`src/common/rsc_pkg.sv`:
```
/*
  rsc_pkg: constants, register map, reset values and timing counts of the
  regulator set-point control block.
  Assumes a 100 MHz core clock and an 8-bit register port fed by the
  device's serial slave.
*/
// Behaviour
// - buck1 codes 11101, 11110, 11111 give 1.425 V, 1.800 V, 3.300 V
// - buck1 codes 0 to 29 give 0.7 V plus 25 mV per step
// - buck1 set point at 0x20, mode at 0x23, phase and frequency at 0x24
// - buck2 set point at 0x35, mode at 0x38, configuration at 0x39
// - buck3 set point at 0x3C, mode at 0x3F, configuration at 0x40
// - buck2 low range: 1.500 V plus 50 mV per code up to 1.850 V
// - buck2 range flag taken from start-up strap; host cannot change it; code captures the synchronizer's reset zero, so the flag stays 0
// - buck3 codes give 0.90 V plus 50 mV per step up to 1.65 V
// - a disabled LDO has its pull-down switched on
// - entering current limit sets the LDO fault flag regardless of shutdown enable
// - with shutdown enabled, current limit over 8.0 ms clears the LDO enable
// - each fault mask bit blocks that LDO's interrupt request
// - short-circuit shutdown enable resets to cleared
// - LDO one 1.80 V plus 0.10 V steps; LDO two 0.80 V plus 0.05 V steps
// - LDO three and four 1.80 V to 3.30 V in 0.10 V steps
// - high-rail LDO codes give 2.85, 3.00, 3.15, 3.30 V
// - card LDO uses 2.85 to 3.30 V or 1.80/1.85 V set by voltage select
// - LDO enable bit 0 off, 1 on, writable at any time
// - each LDO has one control register holding set point and enable
// - buck mode 0000 off, 0001 PWM, 0011 PFM, 1000 APS, APS at reset
// - buck frequency 00 1 MHz, 01 2 MHz, 10 4 MHz, 11 reserved, 01 at reset
// - buck output moves to a new set point 25 mV every 4.0 us
package rsc_pkg;

  ////////////////////////////////////////////////////////////////////////////
  // register offsets
  localparam logic [7:0] RSC_ADDR_B1_VOLT   = 8'h20;
  localparam logic [7:0] RSC_ADDR_B1_MODE   = 8'h23;
  localparam logic [7:0] RSC_ADDR_B1_CONF   = 8'h24;
  localparam logic [7:0] RSC_ADDR_B2_VOLT   = 8'h35;
  localparam logic [7:0] RSC_ADDR_B2_MODE   = 8'h38;
  localparam logic [7:0] RSC_ADDR_B2_CONF   = 8'h39;
  localparam logic [7:0] RSC_ADDR_B3_VOLT   = 8'h3C;
  localparam logic [7:0] RSC_ADDR_B3_MODE   = 8'h3F;
  localparam logic [7:0] RSC_ADDR_B3_CONF   = 8'h40;
  localparam logic [7:0] RSC_ADDR_LDO_BASE  = 8'h70;  // six control registers, 0x70..0x75
  localparam logic [7:0] RSC_ADDR_FLT       = 8'h78;  // fault flags, write one to clear
  localparam logic [7:0] RSC_ADDR_MSK       = 8'h79;
  localparam logic [7:0] RSC_ADDR_SCP       = 8'h7A;
  localparam logic [7:0] RSC_ADDR_STAT      = 8'h7B;

  ////////////////////////////////////////////////////////////////////////////
  // field positions
  localparam int RSC_CONF_PHASE_LSB = 0;
  localparam int RSC_CONF_FREQ_LSB  = 2;
  localparam int RSC_CONF_ILIM_BIT  = 4;
  localparam int RSC_LDO_EN_BIT     = 4;
  localparam int RSC_STAT_HL_BIT    = 7;
  localparam logic [5:0][3:0] RSC_LDO_SP_MASK = {4'h3, 4'h3, 4'hF, 4'hF, 4'hF, 4'hF};

  ////////////////////////////////////////////////////////////////////////////
  // buck mode and frequency codes
  localparam logic [3:0] RSC_MODE_OFF   = 4'h0;
  localparam logic [3:0] RSC_MODE_PWM   = 4'h1;
  localparam logic [3:0] RSC_MODE_PFM   = 4'h3;
  localparam logic [3:0] RSC_MODE_APS   = 4'h8;
  localparam logic [1:0] RSC_FREQ_RSVD  = 2'h3;

  typedef enum logic [1:0] {
    RSC_BMODE_OFF = 2'b00,
    RSC_BMODE_PWM = 2'b01,
    RSC_BMODE_PFM = 2'b10,
    RSC_BMODE_APS = 2'b11
  } rsc_buck_mode_type;

  ////////////////////////////////////////////////////////////////////////////
  // reset values
  localparam logic [4:0]       RSC_B1_SP_RST  = 5'h00;
  localparam logic [2:0]       RSC_B2_SP_RST  = 3'h0;
  localparam logic [3:0]       RSC_B3_SP_RST  = 4'h0;
  localparam logic [3:0]       RSC_MODE_RST   = RSC_MODE_APS;
  localparam logic [1:0]       RSC_FREQ_RST   = 2'h1;
  localparam logic [2:0][1:0]  RSC_PHASE_RST  = {2'h2, 2'h1, 2'h0};  // buck3, buck2, buck1
  localparam logic [5:0]       RSC_MSK_RST    = 6'h3F;
  localparam logic [5:0]       RSC_LDO_EN_RST = 6'h00;
  localparam logic             RSC_SCP_RST    = 1'b0;
  localparam logic [2:0][11:0] RSC_BUCK_INIT_MV = {12'h384, 12'h5DC, 12'h2BC};
  localparam logic [5:0][11:0] RSC_LDO_RST_MV   = {12'hB22, 12'hB22, 12'h708, 12'h708, 12'h320, 12'h708};

  ////////////////////////////////////////////////////////////////////////////
  // millivolt constants of the decoders
  localparam logic [11:0] RSC_MV_B1_BASE = 12'h2BC;  // 700
  localparam logic [11:0] RSC_MV_25      = 12'h019;
  localparam logic [11:0] RSC_MV_50      = 12'h032;
  localparam logic [11:0] RSC_MV_100     = 12'h064;
  localparam logic [11:0] RSC_MV_150     = 12'h096;
  localparam logic [11:0] RSC_MV_1500    = 12'h5DC;
  localparam logic [11:0] RSC_MV_900     = 12'h384;
  localparam logic [11:0] RSC_MV_800     = 12'h320;
  localparam logic [11:0] RSC_MV_1800    = 12'h708;
  localparam logic [11:0] RSC_MV_1850    = 12'h73A;
  localparam logic [11:0] RSC_MV_2850    = 12'hB22;
  localparam logic [11:0] RSC_MV_3300    = 12'hCE4;
  localparam logic [7:0][11:0] RSC_B2_HIGH_MV =
    {12'hCE4, 12'hC80, 12'hC4E, 12'hC1C, 12'hBB8, 12'hB22, 12'hAF0, 12'h9C4};

  ////////////////////////////////////////////////////////////////////////////
  // timing
  localparam int RSC_CLK_PERIOD_NS  = 10;
  localparam int RSC_DVS_STEP_NS    = 4000;     // 4.0 us per 25 mV step
  localparam int RSC_DVS_STEP_CYC   = RSC_DVS_STEP_NS / RSC_CLK_PERIOD_NS;
  localparam int RSC_SCP_TIME_NS    = 8000000;  // 8.0 ms
  localparam int RSC_SCP_CYC        = RSC_SCP_TIME_NS / RSC_CLK_PERIOD_NS;

endpackage

```
`src/rtl/rsc_dvs_ramp.sv`:
```
/*
  rsc_dvs_ramp: walks one buck output code toward its target in fixed
  millivolt steps at a fixed step interval.
  Assumes a target that comes from a register on the same clock.
*/
`timescale 1ns/1ns
module rsc_dvs_ramp
  import rsc_pkg::*;
#(
  parameter logic [11:0] INIT_MV     = 12'h000,
  parameter logic [11:0] STEP_MV     = 12'h019,
  parameter int          STEP_CYCLES = 400
) (
  input  wire logic        mclk,        // core clock
  input  wire logic        rst_n,       // released reset
  input  wire logic [11:0] target_mv,   // requested output
  output logic      [11:0] out_mv,      // present output
  output logic             ramping      // high while out differs from target
);

  localparam int CW = $clog2(STEP_CYCLES + 1);

  typedef struct packed {
    logic [CW-1:0] cnt;
    logic [11:0]   mv;
    logic          busy;
  } rsc_ramp_type;

  rsc_ramp_type st_q;
  rsc_ramp_type st_d;

  ////////////////////////////////////////////////////////////////////////////
  // one step each interval; the last step may be short so the target is hit
  always_comb begin
    st_d = st_q;
    if (st_q.mv != target_mv) begin
      if (st_q.cnt == CW'(STEP_CYCLES - 1)) begin
        st_d.cnt = '0;
        if (target_mv > st_q.mv) begin
          st_d.mv = (target_mv - st_q.mv > STEP_MV) ? st_q.mv + STEP_MV : target_mv;
        end else begin
          st_d.mv = (st_q.mv - target_mv > STEP_MV) ? st_q.mv - STEP_MV : target_mv;
        end
      end else begin
        st_d.cnt = st_q.cnt + CW'(1);
      end
    end else begin
      st_d.cnt = '0;
    end
    st_d.busy = (st_d.mv != target_mv);
  end

  always_ff @(posedge mclk or negedge rst_n) begin
    if (!rst_n) begin
      st_q    <= '0;
      st_q.mv <= INIT_MV;
    end else begin
      st_q <= st_d;
    end
  end

  assign out_mv  = st_q.mv;
  assign ramping = st_q.busy;

endmodule // rsc_dvs_ramp

```
`src/rtl/rsc_regulator_ctrl.sv`:
```
/*
  rsc_regulator_ctrl: register bank and decoders for three bucks and six
  LDOs, with LDO overcurrent flags, masks and timed shutdown.
  Assumes an 8-bit register port driven by the serial slave on mclk, and
  asynchronous analog pins for current limit, card voltage select and the
  buck2 start-up range strap.
*/
`timescale 1ns/1ns
module rsc_regulator_ctrl
  import rsc_pkg::*;
#(
  parameter int SCP_CYCLES = RSC_SCP_CYC,
  parameter int DVS_CYCLES = RSC_DVS_STEP_CYC
) (
  input  wire logic        mclk,               // 100 MHz core clock
  input  wire logic        arst_n,             // async reset, active low
  input  wire logic [7:0]  reg_addr,           // register offset
  input  wire logic [7:0]  reg_wdata,          // write data
  input  wire logic        reg_wr,             // write strobe
  input  wire logic        reg_rd,             // read strobe
  output logic      [7:0]  reg_rdata,          // read data, one cycle after reg_rd
  input  wire logic        buck2_startup_high, // start-up range strap pin
  input  wire logic [5:0]  ldo_current_limit,  // per-LDO current limit pins
  input  wire logic        card_voltage_select,// card LDO low-voltage select pin
  output logic [2:0][11:0] buck_target_mv,     // decoded set point per buck
  output logic [2:0][11:0] buck_vout_mv,       // ramped output per buck
  output logic [2:0]       buck_ramping,       // ramp in progress
  output logic [2:0][1:0]  buck_mode,          // decoded switching mode
  output logic [2:0][1:0]  buck_frequency,     // frequency code, never reserved
  output logic [2:0][1:0]  buck_phase,         // clock phase code
  output logic [2:0]       buck_ilim,          // current limit select
  output logic [5:0][11:0] ldo_target_mv,      // decoded LDO set point
  output logic [5:0]       ldo_on,             // LDO enable to analog
  output logic [5:0]       ldo_pulldown,       // discharge path enable
  output logic             ldo_fault_irq       // unmasked fault request
);

  localparam int TW = $clog2(SCP_CYCLES + 1);

  typedef struct packed {
    logic [5:0]          cl_s1;
    logic [5:0]          cl_s2;
    logic [5:0]          cl_s3;
    logic [5:0]          cl_lvl;
    logic [2:0]          vs_sy;
    logic                vsel;
    logic [2:0]          hs_sy;
    logic                hl;
    logic                hl_done;
    logic [4:0]          b1_sp;
    logic [2:0]          b2_sp;
    logic [3:0]          b3_sp;
    logic [2:0][3:0]     b_mode;
    logic [2:0][1:0]     b_freq;
    logic [2:0][1:0]     b_phase;
    logic [2:0]          b_ilim;
    logic [5:0][3:0]     ldo_sp;
    logic [5:0]          ldo_en;
    logic [5:0]          flt;
    logic [5:0]          msk;
    logic                scp_en;
    logic [5:0][TW-1:0]  tmr;
    logic [7:0]          rdata;
    logic [2:0][11:0]    b_tgt;
    logic [2:0][1:0]     mode_out;
    logic [2:0][1:0]     freq_out;
    logic [5:0][11:0]    ldo_mv;
    logic [5:0]          ldo_on;
    logic [5:0]          ldo_pd;
    logic                irq;
  } rsc_state_type;

  rsc_state_type st_q;
  rsc_state_type st_d;
  logic [1:0]    rst_sy_q;
  logic          rst_n;
  logic [7:0]    rd_data;

  ////////////////////////////////////////////////////////////////////////////
  // reset release through two flops; assertion stays asynchronous
  always_ff @(posedge mclk or negedge arst_n) begin
    if (!arst_n) begin
      rst_sy_q <= 2'h0;
    end else begin
      rst_sy_q <= {rst_sy_q[0], 1'b1};
    end
  end
  assign rst_n = rst_sy_q[1];

  ////////////////////////////////////////////////////////////////////////////
  // set-point decoders
  function automatic logic [11:0] buck_mv(int idx, logic [4:0] c, logic hl);
    logic [11:0] v;
    v = 12'h000;
    case (idx)
      0: begin
        if (c == 5'h1E) begin
          v = RSC_MV_1800;
        end else if (c == 5'h1F) begin
          v = RSC_MV_3300;
        end else begin
          v = RSC_MV_B1_BASE + RSC_MV_25 * {7'h00, c};
        end
      end
      1: begin
        if (hl) begin
          v = RSC_B2_HIGH_MV[c[2:0]];
        end else begin
          v = RSC_MV_1500 + RSC_MV_50 * {9'h000, c[2:0]};
        end
      end
      default: v = RSC_MV_900 + RSC_MV_50 * {8'h00, c[3:0]};
    endcase
    return v;
  endfunction

  function automatic logic [11:0] ldo_mv(int idx, logic [3:0] c, logic vsel);
    logic [11:0] v;
    v = 12'h000;
    case (idx)
      1:       v = RSC_MV_800 + RSC_MV_50 * {8'h00, c};
      4:       v = RSC_MV_2850 + RSC_MV_150 * {10'h000, c[1:0]};
      5: begin
        if (vsel) begin
          v = (c[1:0] == 2'h3) ? RSC_MV_1850 : RSC_MV_1800;
        end else begin
          v = RSC_MV_2850 + RSC_MV_150 * {10'h000, c[1:0]};
        end
      end
      default: v = RSC_MV_1800 + RSC_MV_100 * {8'h00, c};
    endcase
    return v;
  endfunction

  ////////////////////////////////////////////////////////////////////////////
  // read mux: unused bits and unmapped offsets read zero
  always_comb begin
    rd_data = 8'h00;
    unique case (reg_addr)
      RSC_ADDR_B1_VOLT: rd_data = {3'h0, st_q.b1_sp};
      RSC_ADDR_B2_VOLT: rd_data = {5'h00, st_q.b2_sp};
      RSC_ADDR_B3_VOLT: rd_data = {4'h0, st_q.b3_sp};
      RSC_ADDR_B1_MODE: rd_data = {4'h0, st_q.b_mode[0]};
      RSC_ADDR_B2_MODE: rd_data = {4'h0, st_q.b_mode[1]};
      RSC_ADDR_B3_MODE: rd_data = {4'h0, st_q.b_mode[2]};
      RSC_ADDR_B1_CONF: rd_data = {4'h0, st_q.b_freq[0], st_q.b_phase[0]};
      RSC_ADDR_B2_CONF: rd_data = {3'h0, st_q.b_ilim[1], st_q.b_freq[1], st_q.b_phase[1]};
      RSC_ADDR_B3_CONF: rd_data = {3'h0, st_q.b_ilim[2], st_q.b_freq[2], st_q.b_phase[2]};
      RSC_ADDR_FLT:     rd_data = {2'h0, st_q.flt};
      RSC_ADDR_MSK:     rd_data = {2'h0, st_q.msk};
      RSC_ADDR_SCP:     rd_data = {7'h00, st_q.scp_en};
      RSC_ADDR_STAT:    rd_data = {st_q.hl, 1'b0, st_q.cl_lvl};
      default: begin
        for (int i = 0; i < 6; i++) begin
          if (reg_addr == RSC_ADDR_LDO_BASE + 8'(i)) begin
            rd_data = {3'h0, st_q.ldo_en[i], st_q.ldo_sp[i]};
          end
        end
      end
    endcase
  end

  ////////////////////////////////////////////////////////////////////////////
  // next state of the whole bank
  always_comb begin
    st_d = st_q;

    // pins: three flops, level moves once stages two and three agree
    st_d.cl_s1 = ldo_current_limit;
    st_d.cl_s2 = st_q.cl_s1;
    st_d.cl_s3 = st_q.cl_s2;
    for (int i = 0; i < 6; i++) begin
      if (st_q.cl_s2[i] == st_q.cl_s3[i]) begin
        st_d.cl_lvl[i] = st_q.cl_s3[i];
      end
    end
    st_d.vs_sy = {st_q.vs_sy[1:0], card_voltage_select};
    if (st_q.vs_sy[1] == st_q.vs_sy[2]) begin
      st_d.vsel = st_q.vs_sy[2];
    end
    st_d.hs_sy = {st_q.hs_sy[1:0], buck2_startup_high};

    // range flag set once, on the first cycle after reset, from stage three's reset zero; no register reaches it
    if (!st_q.hl_done && st_q.hs_sy[1] == st_q.hs_sy[2]) begin
      st_d.hl      = st_q.hs_sy[2];
      st_d.hl_done = 1'b1;
    end

    // host writes; fields narrower than eight bits drop the rest
    if (reg_wr) begin
      unique case (reg_addr)
        RSC_ADDR_B1_VOLT: st_d.b1_sp = reg_wdata[4:0];
        RSC_ADDR_B2_VOLT: st_d.b2_sp = reg_wdata[2:0];
        RSC_ADDR_B3_VOLT: st_d.b3_sp = reg_wdata[3:0];
        RSC_ADDR_B1_MODE: st_d.b_mode[0] = reg_wdata[3:0];
        RSC_ADDR_B2_MODE: st_d.b_mode[1] = reg_wdata[3:0];
        RSC_ADDR_B3_MODE: st_d.b_mode[2] = reg_wdata[3:0];
        RSC_ADDR_B1_CONF: begin
          st_d.b_phase[0] = reg_wdata[RSC_CONF_PHASE_LSB +: 2];
          st_d.b_freq[0]  = reg_wdata[RSC_CONF_FREQ_LSB +: 2];
        end
        RSC_ADDR_B2_CONF: begin
          st_d.b_phase[1] = reg_wdata[RSC_CONF_PHASE_LSB +: 2];
          st_d.b_freq[1]  = reg_wdata[RSC_CONF_FREQ_LSB +: 2];
          st_d.b_ilim[1]  = reg_wdata[RSC_CONF_ILIM_BIT];
        end
        RSC_ADDR_B3_CONF: begin
          st_d.b_phase[2] = reg_wdata[RSC_CONF_PHASE_LSB +: 2];
          st_d.b_freq[2]  = reg_wdata[RSC_CONF_FREQ_LSB +: 2];
          st_d.b_ilim[2]  = reg_wdata[RSC_CONF_ILIM_BIT];
        end
        RSC_ADDR_FLT:     st_d.flt = st_q.flt & ~reg_wdata[5:0];
        RSC_ADDR_MSK:     st_d.msk = reg_wdata[5:0];
        RSC_ADDR_SCP:     st_d.scp_en = reg_wdata[0];
        default: begin
          for (int i = 0; i < 6; i++) begin
            if (reg_addr == RSC_ADDR_LDO_BASE + 8'(i)) begin
              st_d.ldo_sp[i] = reg_wdata[3:0] & RSC_LDO_SP_MASK[i];
              st_d.ldo_en[i] = reg_wdata[RSC_LDO_EN_BIT];
            end
          end
        end
      endcase
    end

    // overcurrent: flag on entry, timed shutdown; both win over a same-cycle write
    for (int i = 0; i < 6; i++) begin
      if (st_d.cl_lvl[i] && !st_q.cl_lvl[i]) begin
        st_d.flt[i] = 1'b1;
      end
      if (st_q.cl_lvl[i] && st_q.ldo_en[i]) begin
        if (st_q.tmr[i] != TW'(SCP_CYCLES)) begin
          st_d.tmr[i] = st_q.tmr[i] + TW'(1);
        end else if (st_q.scp_en) begin
          st_d.ldo_en[i] = 1'b0;
          st_d.tmr[i]    = '0;
        end
      end else begin
        st_d.tmr[i] = '0;
      end
    end

    // read data holds until the next read
    if (reg_rd) begin
      st_d.rdata = rd_data;
    end

    // registered decodes driving the analog side
    for (int k = 0; k < 3; k++) begin
      st_d.b_tgt[k] = buck_mv(k, (k == 0) ? st_q.b1_sp :
                                 (k == 1) ? {2'h0, st_q.b2_sp} : {1'b0, st_q.b3_sp}, st_q.hl);
      unique case (st_q.b_mode[k])
        RSC_MODE_OFF: st_d.mode_out[k] = RSC_BMODE_OFF;
        RSC_MODE_PWM: st_d.mode_out[k] = RSC_BMODE_PWM;
        RSC_MODE_PFM: st_d.mode_out[k] = RSC_BMODE_PFM;
        RSC_MODE_APS: st_d.mode_out[k] = RSC_BMODE_APS;
        default:      st_d.mode_out[k] = st_q.mode_out[k];  // undefined code keeps the old mode
      endcase
      if (st_q.b_freq[k] != RSC_FREQ_RSVD) begin
        st_d.freq_out[k] = st_q.b_freq[k];
      end
    end
    for (int i = 0; i < 6; i++) begin
      st_d.ldo_mv[i] = ldo_mv(i, st_q.ldo_sp[i], st_q.vsel);
    end
    st_d.ldo_on = st_q.ldo_en;
    st_d.ldo_pd = ~st_q.ldo_en;
    st_d.irq    = |(st_q.flt & ~st_q.msk);
  end

  ////////////////////////////////////////////////////////////////////////////
  // state register; reset values are constants only
  always_ff @(posedge mclk or negedge rst_n) begin
    if (!rst_n) begin
      st_q          <= '0;
      st_q.b1_sp    <= RSC_B1_SP_RST;
      st_q.b2_sp    <= RSC_B2_SP_RST;
      st_q.b3_sp    <= RSC_B3_SP_RST;
      st_q.b_mode   <= {3{RSC_MODE_RST}};
      st_q.b_freq   <= {3{RSC_FREQ_RST}};
      st_q.freq_out <= {3{RSC_FREQ_RST}};
      st_q.mode_out <= {3{RSC_BMODE_APS}};
      st_q.b_phase  <= RSC_PHASE_RST;
      st_q.ldo_en   <= RSC_LDO_EN_RST;
      st_q.msk      <= RSC_MSK_RST;
      st_q.scp_en   <= RSC_SCP_RST;
      st_q.b_tgt    <= RSC_BUCK_INIT_MV;
      st_q.ldo_mv   <= RSC_LDO_RST_MV;
      st_q.ldo_pd   <= 6'h3F;
    end else begin
      st_q <= st_d;
    end
  end

  ////////////////////////////////////////////////////////////////////////////
  // one ramp per buck
  for (genvar g = 0; g < 3; g++) begin : g_ramp
    rsc_dvs_ramp #(
      .INIT_MV     (RSC_BUCK_INIT_MV[g]),
      .STEP_MV     (RSC_MV_25),
      .STEP_CYCLES (DVS_CYCLES)
    ) u_ramp (
      .mclk      (mclk),
      .rst_n     (rst_n),
      .target_mv (st_q.b_tgt[g]),
      .out_mv    (buck_vout_mv[g]),
      .ramping   (buck_ramping[g])
    );
  end

  assign reg_rdata      = st_q.rdata;
  assign buck_target_mv = st_q.b_tgt;
  assign buck_mode      = st_q.mode_out;
  assign buck_frequency = st_q.freq_out;
  assign buck_phase     = st_q.b_phase;
  assign buck_ilim      = st_q.b_ilim;
  assign ldo_target_mv  = st_q.ldo_mv;
  assign ldo_on         = st_q.ldo_on;
  assign ldo_pulldown   = st_q.ldo_pd;
  assign ldo_fault_irq  = st_q.irq;

endmodule // rsc_regulator_ctrl

```
`config.mk`:
```
export PLATFORM = sky130hd
export DESIGN_NAME = rsc_regulator_ctrl
export DESIGN_NICKNAME = d
export VERILOG_FILES = /design/src/common/rsc_pkg.sv /design/src/rtl/rsc_dvs_ramp.sv /design/src/rtl/rsc_regulator_ctrl.sv
export SDC_FILE = /design/constraint.sdc
export NUM_CORES = 1
export LEC_CHECK = 0
export BUFFER_PORTS_ARGS = -buffer_cell sky130_fd_sc_hd__buf_2
export CAP_MARGIN = 20
export CELL_PAD_IN_SITES_DETAIL_PLACEMENT = 1
export CELL_PAD_IN_SITES_GLOBAL_PLACEMENT = 1
export CORE_AREA = 4 4 240 242
export CTS_BUF_LIST = sky130_fd_sc_hd__clkbuf_16
export DETAILED_ROUTE_END_ITERATION = 8
export DIE_AREA = 0 0 244 246
export GPL_TIMING_DRIVEN = 0
export PLACE_DENSITY_LB_ADDON = 0.1
export SLEW_MARGIN = 20
export SYNTH_ARGS = -nofsm -noshare
export SYNTH_HDL_FRONTEND = slang
export SYNTH_SLANG_ARGS = --single-unit
```
`constraint.sdc`:
```
create_clock -name mclk -period 21.3 [get_ports mclk]
set_input_delay 4.26 -clock mclk [delete_from_list [all_inputs] [get_ports mclk]]
set_output_delay 4.26 -clock mclk [all_outputs]
set_load 0.1 [all_outputs]
```
# [After elaboration in Yosys (flattened, before gate mapping)]
# Memories as Yosys holds them, arrays and structs flattened.
# Index checks and enable logic that the tools add are counted.
# W data, S select, Z words.
[op_classes] mul=9 muxes=91 reduce_logical=63 n_bitwise=6 n_lt_le_gt_ge=10 n_eq_ne=63 add_sub_neg=30
[ops] op="$mux W20" count=13
[ops] op="$mux W12" count=20
[ops] op="$add A20 B1 Y20 const B" count=6
[ops] op="$ne A20 B20 Y1 const B" count=6
[ops] op="$pmux W8 S13" count=1
[ops] op="$eq A8 B7 Y1 const B" count=11
[ops] op="$gt A12 B5 Y1 const B" count=6
[ops] op="$eq A8 B6 Y1 const B" count=8
[ops] op="$mux W9" count=6
[ops] op="$ne A12 B12 Y1" count=4
[ops] op="$sub A12 B12 Y12" count=4
[ops] op="$mul A5 B4 Y9 const A" count=5
[ops] op="$mux W1" count=37
[ops] op="$add A11 B11 Y12 const A" count=3
[ops] op="$add A12 B5 Y12 const B" count=3
[ops] op="$sub A12 B5 Y12 const B" count=3
[ops] op="$reduce_and A2 Y1" count=17
[ops] op="$add A10 B10 Y11 const A" count=3
[ops] op="$add A9 B1 Y9 const B" count=3
[ops] op="$eq A9 B9 Y1 const B" count=3
[ops] op="$add A12 B10 Y12 const A" count=2
[ops] op="$gt A12 B12 Y1" count=2
[ops] op="$mux W6" count=4
[ops] op="$mux W8" count=3
[ops] op="31 further kinds" count=99
[totals] out_inout_bits=189 regBits=437 word_cells=346 inputBits=28 mem_count=1 rom_bits=96
[memory_table] name="(no name shown)" words=8 width=12 rd=1 rd_ports_with_merged_regs=0 wr=0 line="rsc_regulator_ctrl.sv:107" rtl="v = RSC_B2_HIGH_MV[c[2:0]];"

# [Longest topological paths before layout]
# Gate-level depths: netlist (run 1).
[depth] ltp_word=8 ltp_mapped=17 mapped_depth_nobuf=14

# [Hierarchy]
# Synthesis (run 1) repeated with hierarchy kept, for this count alone.
[unflattened] hier_cells=3214 area_unflattened_um2=29246.8
[by_module_without_submodules] mod="rsc_regulator_ctrl" cells_per_inst=1769 instances=1 seq_area_each_um2=9046.2 area_each_um2=18676.7
[by_module_without_submodules] mod="rsc_dvs_ramp (g_ramp[2].u_ramp)" cells_per_inst=489 instances=1 seq_area_each_um2=555.5 area_each_um2=3627.2
[by_module_without_submodules] mod="rsc_dvs_ramp (g_ramp[1].u_ramp)" cells_per_inst=478 instances=1 seq_area_each_um2=559.3 area_each_um2=3472.1
[by_module_without_submodules] mod="rsc_dvs_ramp (g_ramp[0].u_ramp)" cells_per_inst=478 instances=1 seq_area_each_um2=558.0 area_each_um2=3470.8

# [Least setup slack after synthesis (run 1)]
# No wires, ideal clock.
[synth_timing] path_type="input -> register" startpoint="input reg_addr[4]" endpoint="register st_q[288] (netlist name)" setup_ps=125 arrival_ps=6440 n_path_buf=1 required_ps=21175 stages=8 slack_ps=14735 path_cell_list="or4b_2 nor4_1 nor3_1 and3_1 and2_1 and3_1 clkbuf_1 mux2_2"
[synth_between] elab_chain_cells=4 word_cells_on_any_way=16 cone_classes="eq/ne (13); bitwise (1); reduce/logical (2)"
[synth_lines] element="start: declaration" line="rsc_regulator_ctrl.sv:17" rtl="input wire logic [7:0] reg_addr,"
[synth_lines] element="$eq A8 B7 Y1 / $eq A8 B6 Y1 (equally long branches)" line="rsc_regulator_ctrl.sv:191" rtl="unique case (reg_addr)"
[synth_lines] element="$reduce_or A12 Y1 (no line)"
[synth_lines] element="$not A1 Y1 (no line)"
[synth_lines] element="$reduce_and A3 Y1 (no line) (*)"
[synth_lines] element="end signal: assignment" line="rsc_regulator_ctrl.sv:291" rtl="st_q <= st_d;"
[synth_lines] element="end: declaration" line="rsc_regulator_ctrl.sv:73" rtl="rsc_state_type st_q;"
# Every way passes the cells marked *; elsewhere a longest branch is shown, timed or not.
# A chain may end at the register's enable or synchronous reset.

# [Worst setup path after layout (run 1)]
[layout_timing] startpoint="input reg_addr[4]" endpoint="register st_q[290] (netlist name)"
# The elaborated chain is that of the path after synthesis.

==> flow_summary.yaml, run 1 <==
timing:
  relSlewSlack_pct: 26.0
  rsz0062_at_grt: "false"
  fin_setup_tns_ns: 0
  fin_crit_sh_pct: 30.9
  finClkSkew_ns: 0.0156
  hold_viol_final: 0
  worst_pin_slew_ns: 1.10
  max_freq_ghz: 0.152
  period_needed_ns: 6.58
  setup_viol: 0
  drv_slew: 0
  whs_ns: 0.315
worst_setup_path:
  crit_slowest_cell: "or4b_2"
  cp_max_fo: 8
  startpoint_type: "input port"
  critPathArrivalTime_ns: 7.06
  path_class: "in2reg"
  r2r_cells: 15
  critPathRequiredTime_ns: 21.78
  critPathCaptureType: "flip-flop"
  worstPathCellList: "buf_2 -> or4b_2 -> nor4_2 -> nor3_1 -> and3_1 -> and2_1 -> and3_1 -> clkbuf_1 -> mux2_2"
  slowest_delay_ns: 0.69
  crit_path_frequent_cell: "and3_1"
placement:
  dp.cells: 3997
  dp_hpwl_um: 66000
  portBuffers: 197
  placed_cell_area_sq_um: 30200
  gp_congestion: 0.944
cts:
  worst_skew_pair.late_latency_ns: 0.61
  cts_root_buffer: "clkbuf_16"
  postCtsSetupBuffers: 0
  numCtsBuffers: 48
  cts.repair.resized: 0
  cts_hold_buf: 0
  numClockSinks: 424
  htree_levels: 2
  cts_buffer_depth: 3
  cts_tree: "built"
  clk_pin_slew_worst_paths_ns: 0.06
global_routing:
  busiest_layer: "met2"
  antenna_found_initial: 10
  grt_pass1_vias: 25500
  use_met1_pct: 37.3
  grt_usage_pct: 28.9
  met2_usage_pct: 50.2
  grt_pass1_wl_um: 141000
  grt_start_max_net_pins: 60
  grt_use_met3_pct: 4.44
  grt-ovfl-total: 0
synthesis:
  ys_ff_latch: 424
  async_flop_share_pct: 100
  synth_top_area_share_pct: 30.1
  yosysWarnings: 0
  synthCells: 3027
  synth-edff-count: 0
  synth_area_sq_um: 28000
  yosysSeqAreaShare_pct: 38.3
  synthTopCellsByArea: "dfrtp_1 (30%), dfstp_2 (8.2%), ha_1 (7.6%), buf_4 (5.1%), xnor2_1 (4.3%)"
  ys.flop_type: "dfrtp_1"
  yosys-top-cells-count: "dfrtp_1 (337), nor2_1 (282), nand2_1 (219), inv_1 (190), buf_4 (189)"
  avgSynthCellArea_sq_um: 9.25
  yosys.area.top_type: "dfrtp_1"
  ys_types: 107
  synth.most_common_cell: "dfrtp_1"
power_and_ir_drop:
  p_per_area_nw_per_um2: 73.4
  leakage_nw: 14.5
  vdd_drop_max_uv: 62.2
run_status:
  status: "finished clean"
cells_and_area:
  fin_area_sq_um: 31800
  nets: 3511
  instances_no_fill: 4095
  drive_gt1_share_pct: 21.1
  regArea_sq_um: 10700
  syn_to_final_growth_pct: 13.6
  fill_cells: 6392
  multi_input_area_sq_um: 14800
routing:
  via_per_inst: 5.83
  num_vias: 23900
  drt_iter0_markers: 1207
  wl_um: 87900
  ant_nets: 0
  dr.pass1.iters: 5
  post_drt_wl_per_cell_um: 21.5
  drc_errors: 0
floorplanning:
  initial_core_util_pct: 50.8
  die_x_um: 244
  rows: 86
  fp.dieArea_sq_um: 60000
  core-area_sq_um: 55100
  die_h_um: 246
  ios: 217
hold_path:
  min_path_type: "reg2async"
job:
  drv_cap: 0
[report_power, final]
part / total [mW] / leakage (nW) / internal, mW / switching (mW)
Combinational: 0.578 / 8.40 / 0.166 / 0.413
Clock: 0.846 / 0.804 / 0.480 / 0.366
Sequential: 0.912 / 5.34 / 0.857 / 0.0547
[flip-flops by register name, indices dropped and copies added (netlist names), 7 cells and up]
| signal | count |
|---|---|
| st_q | 200 |
| ldo_target_mv | 61 |
| g_ramp.u_ramp.out_mv | 36 |
| buck_target_mv | 33 |
| g_ramp.u_ramp.st_q | 27 |
| st_d | 22 |
| reg_rdata | 7 |
[kinds of logic after synthesis]
family          after synthesis  synth area share (%)
simple gates                987                  17.5
compound gates              580                  14.1
buf+inv                     485                  9.23
flops                       424                  38.3
xor+xnor                    265                  8.31
fa+ha+maj                   185                  8.63
mux                          99                  3.98
other cells                   2                0.0268
[placed cells by master (no fill, tap or decap), types with 130 or more instances in the layout]
cell       n
ha_1     170
nor2_1   282
inv_1    195
nand2_1  219
a21oi_1  131
dfrtp_1  336
nand3_1  130
o21ai_0  130
buf_4    189
xnor2_1  136
buf_2    214
[stage by stage]
step                worst slack, ns  utilization, %  power [mW]
detailed placement            14.17            54.8        1.50
floorplan                      8.76               -        1.36
finish                        14.72            57.8        2.34
CTS                           14.79            57.7        2.35
global placement               4.11            54.4        1.48
global route                  14.60            57.8        2.44
[cell type report]
class	instances	area share, %
diodes	8	0.0629
plain buffers	293	5.86
clock buffers	48	3.77
clock inverters	42	1.27
inverters	192	2.26
multi-input cells	2133	46.4
flip-flops and latches	424	33.7
well taps	748	2.94
repair buffers	207	3.75
[per-layer routing]
metal	part of all wire (%)	wire length, um
met5	0.016	14
met4	3.1	2760
met3	5.1	4480
met2	49	43400
met1	42	37300
[worst max-delay path, delay by kind of cell]
| family | cells | cell delay, ns |
|---|---|---|
| buffers and inverters | 2 | 0.39 |
| muxes | 1 | 0.35 |
| and+or+nand+nor | 6 | 2.06 |
[worst paths after layout]
check                                           start                        to  slack, ns
hold / removal                            rst_sy_q[1]         ldo_target_mv[66]       0.32
setup / recovery                          reg_addr[4]                 st_q[290]      14.72
min in group mclk                           st_d[368]                 st_d[362]       0.34
max in group asynchronous                      arst_n               rst_sy_q[1]      17.76
hold reg to reg                           rst_sy_q[1]         ldo_target_mv[66]       0.32
setup reg to reg           g_ramp[1].u_ramp.out_mv[2]  g_ramp[1].u_ramp.ramping      15.32
Note: power is estimated with default switching activity, not from simulation.
==> run 2, diff against run 1 <==
- CORE_AREA: 4 4 240 242 -> 4 4 261 263
- DIE_AREA: 0 0 244 246 -> 0 0 265 267
- clock period: 21.3 -> 6.02 ns (I/O delays scaled with it)
==> run 2 against run 1 <==
Die area is 18% higher; non-clock buffer count is 2 lower; clock-buffer cell count is 1 higher; clock skew is 0.0023 ns higher; first-iteration DRC count is 8.9% higher; sequential share of layout area hardly changed; cell area hardly changed; sequential power grew to 3.5 times the previous value; hold slack better by 0.028 ns; setup slack worse by 14 ns; critical endpoint is now g_ramp[1].u_ramp.ramping.
==> flow_summary.yaml, run 2 (synthesis gave the netlist of run 1 again) <==
timing:
  finClkSkew_ns: 0.0179
  fin_setup_tns_ns: 0
  hold_viol_final: 0
  drv_slew: 0
  relSlewSlack_pct: 28.4
  rsz0062_at_grt: "false"
  layout_setup_ws_ns: 0.385
  worst_pin_slew_ns: 1.06
  fin_crit_sh_pct: 93.6
  max_freq_ghz: 0.177
  period_needed_ns: 5.63
  setup_viol: 0
global_routing:
  grt_start_max_net_pins: 59
  grt-ovfl-total: 0
  grt_pass1_wl_um: 138000
  grt_usage_pct: 23.9
  grt_pass1_vias: 24800
  antenna_found_initial: 8
routing:
  wl_um: 86100
  wl_met3_um: 4160
  wl_met2_um: 41500
  drt_iter0_markers: 1314
  drc_errors: 0
  post_drt_wl_per_cell_um: 20.5
  dr.max_layer_used: "met5"
  wl_met1_um: 38100
  via_per_inst: 5.55
  num_vias: 23300
  ant_nets: 0
  dr.pass1.iters: 5
worst_setup_path:
  reg2reg_to: "g_ramp[1].u_ramp.ramping"
  reg2reg_from: "g_ramp[1].u_ramp.out_mv[2]"
  r2r_cells: 14
  cp_max_fo: 10
  slowest_delay_ns: 0.61
  startpoint_type: "flip-flop"
  critPathRequiredTime_ns: 6.48
  path_class: "reg2reg"
  critPathCaptureType: "flip-flop"
  reg2reg_slack_ns: 0.39
  critPathArrivalTime_ns: 6.09
  crit_path_frequent_cell: "clkbuf_1"
  crit_slowest_cell: "nor2_1"
  worstPathCellList: "clkbuf_1 -> inv_1 -> fa_1 -> or3_1 -> o221a_2 -> a211oi_1 -> xor2_1 -> o311a_1 -> a21oi_2 -> clkbuf_1 -> nor2_1 -> o22ai_1 -> a2111oi_0 -> or3b_1"
cells_and_area:
  syn_to_final_growth_pct: 13.6
  final_common_cell: "dfrtp_1"
  regArea_sq_um: 10700
  drive_gt1_share_pct: 20.6
  largest_register_ffs: 200
  instances_no_fill: 4201
  multi_input_area_sq_um: 14800
  max_flop_register: "st_q"
  fill_cells: 7657
  mostFrequentLayoutCells: "dfrtp_1 (336), nor2_1 (282), nand2_1 (219)"
  fin_util_pct: 48.5
  nets: 3509
floorplanning:
  fp.dieArea_sq_um: 70800
  ios: 217
  die_x_um: 265
  initial_core_util_pct: 42.7
  rows: 94
  core-area_sq_um: 65600
  die_h_um: 267
placement:
  place_ws_ns: 0.357
  dp.cells: 4111
  portBuffers: 197
  dp_hpwl_um: 66800
  gp_congestion: 0.943
cts:
  postCtsSetupBuffers: 0
  htree_levels: 2
  clk_pin_slew_worst_paths_ns: 0.06
  numClockSinks: 424
  numCtsBuffers: 48
  cts_root_buffer: "clkbuf_16"
  worst_skew_pair.late_latency_ns: 0.59
  cts_buffer_depth: 3
  cts_hold_buf: 0
  cts_tree: "built"
power_and_ir_drop:
  p_per_area_nw_per_um2: 252
  vdd_drop_max_uv: 238
  power_mw: 8.00
  leakage_nw: 14.5
job:
  drv_cap: 0
hold_path:
  min_path_type: "reg2async"
run_status:
  status: "finished clean"
## run 2: cell count changes in the layout (fill, tap and decap cells not counted), sizes merged
| cell | delta |
|---|---|
| bufinv | -3 |
| inv | +9 |
| diode | -7 |
| clkinvlp | -3 |
| clkbuf | +1 |
| clkinv | -5 |
| buf | -2 |
## run 2: cell type report
type / instances / area share, %
multi-input cells: 2133 / 46.4
flip-flops and latches: 424 / 33.7
plain buffers: 293 / 5.86
clock buffers: 49 / 3.85
repair buffers: 205 / 3.77
well taps: 864 / 3.40
inverters: 192 / 2.27
clock inverters: 40 / 0.716
diodes: 1 / 0.00786
## run 2: layer usage
| layer | track usage, % | up-vias |
|---|---|---|
| met5 | 0 | - |
| met4 | 6.50 | 10 |
| met3 | 4.03 | 131 |
| met2 | 40.8 | 531 |
| met1 | 31.6 | 11700 |
| li1 | - | 11000 |
## run 2: worst max path at each step
stage | from | to | slack (ns) | cells after the start
final | g_ramp[1].u_ramp.out_mv[2] | g_ramp[1].u_ramp.ramping | 0.39 | 14
after global routing | g_ramp[1].u_ramp.out_mv[2] | g_ramp[1].u_ramp.ramping | 0.15 | 15
after CTS | g_ramp[1].u_ramp.out_mv[2] | g_ramp[1].u_ramp.ramping | 0.29 | 15
after detailed placement | g_ramp[1].u_ramp.out_mv[2] | g_ramp[1].u_ramp.ramping | 0.36 | 15
after global placement | g_ramp[1].u_ramp.out_mv[2] | g_ramp[1].u_ramp.ramping | 0.23 | 15
after floorplan | g_ramp[1].u_ramp.out_mv[2] | g_ramp[1].u_ramp.ramping | 1.71 | 15
## run 2: report_power, final
part           internal [mW]  total [mW]  switching [mW]
Clock                   1.55        2.75            1.20
Sequential              3.03        3.23           0.192
Combinational          0.584        2.03            1.44
## run 2: worst max-delay path, delay by kind of cell, from the launching register on
kind,cells,cell delay (ns)
AO/OA/AOI/OAI,6,1.82
XOR/XNOR,1,0.20
adder cells (fa/ha/maj),1,0.50
buffers and inverters,3,0.98
flip-flops,1,0.56
AND/OR/NAND/NOR,3,1.43
## run 2: repair_timing
item / in CTS / in global routing
endpoints found under the hold margin: 0 / 0
gates resized for setup: 0 / 1
setup endpoints to repair: 0 / 1
## run 2: per-stage QoR
| step | hold slack [ns] | instance area (sq um) |
|---|---|---|
| floorplan | 0.331 | 28100 |
| global placement | 0.333 | 30100 |
| detailed placement | 0.336 | 30400 |
| CTS | 0.352 | 31800 |
| global route | 0.365 | 31800 |
| finish | 0.343 | 31800 |
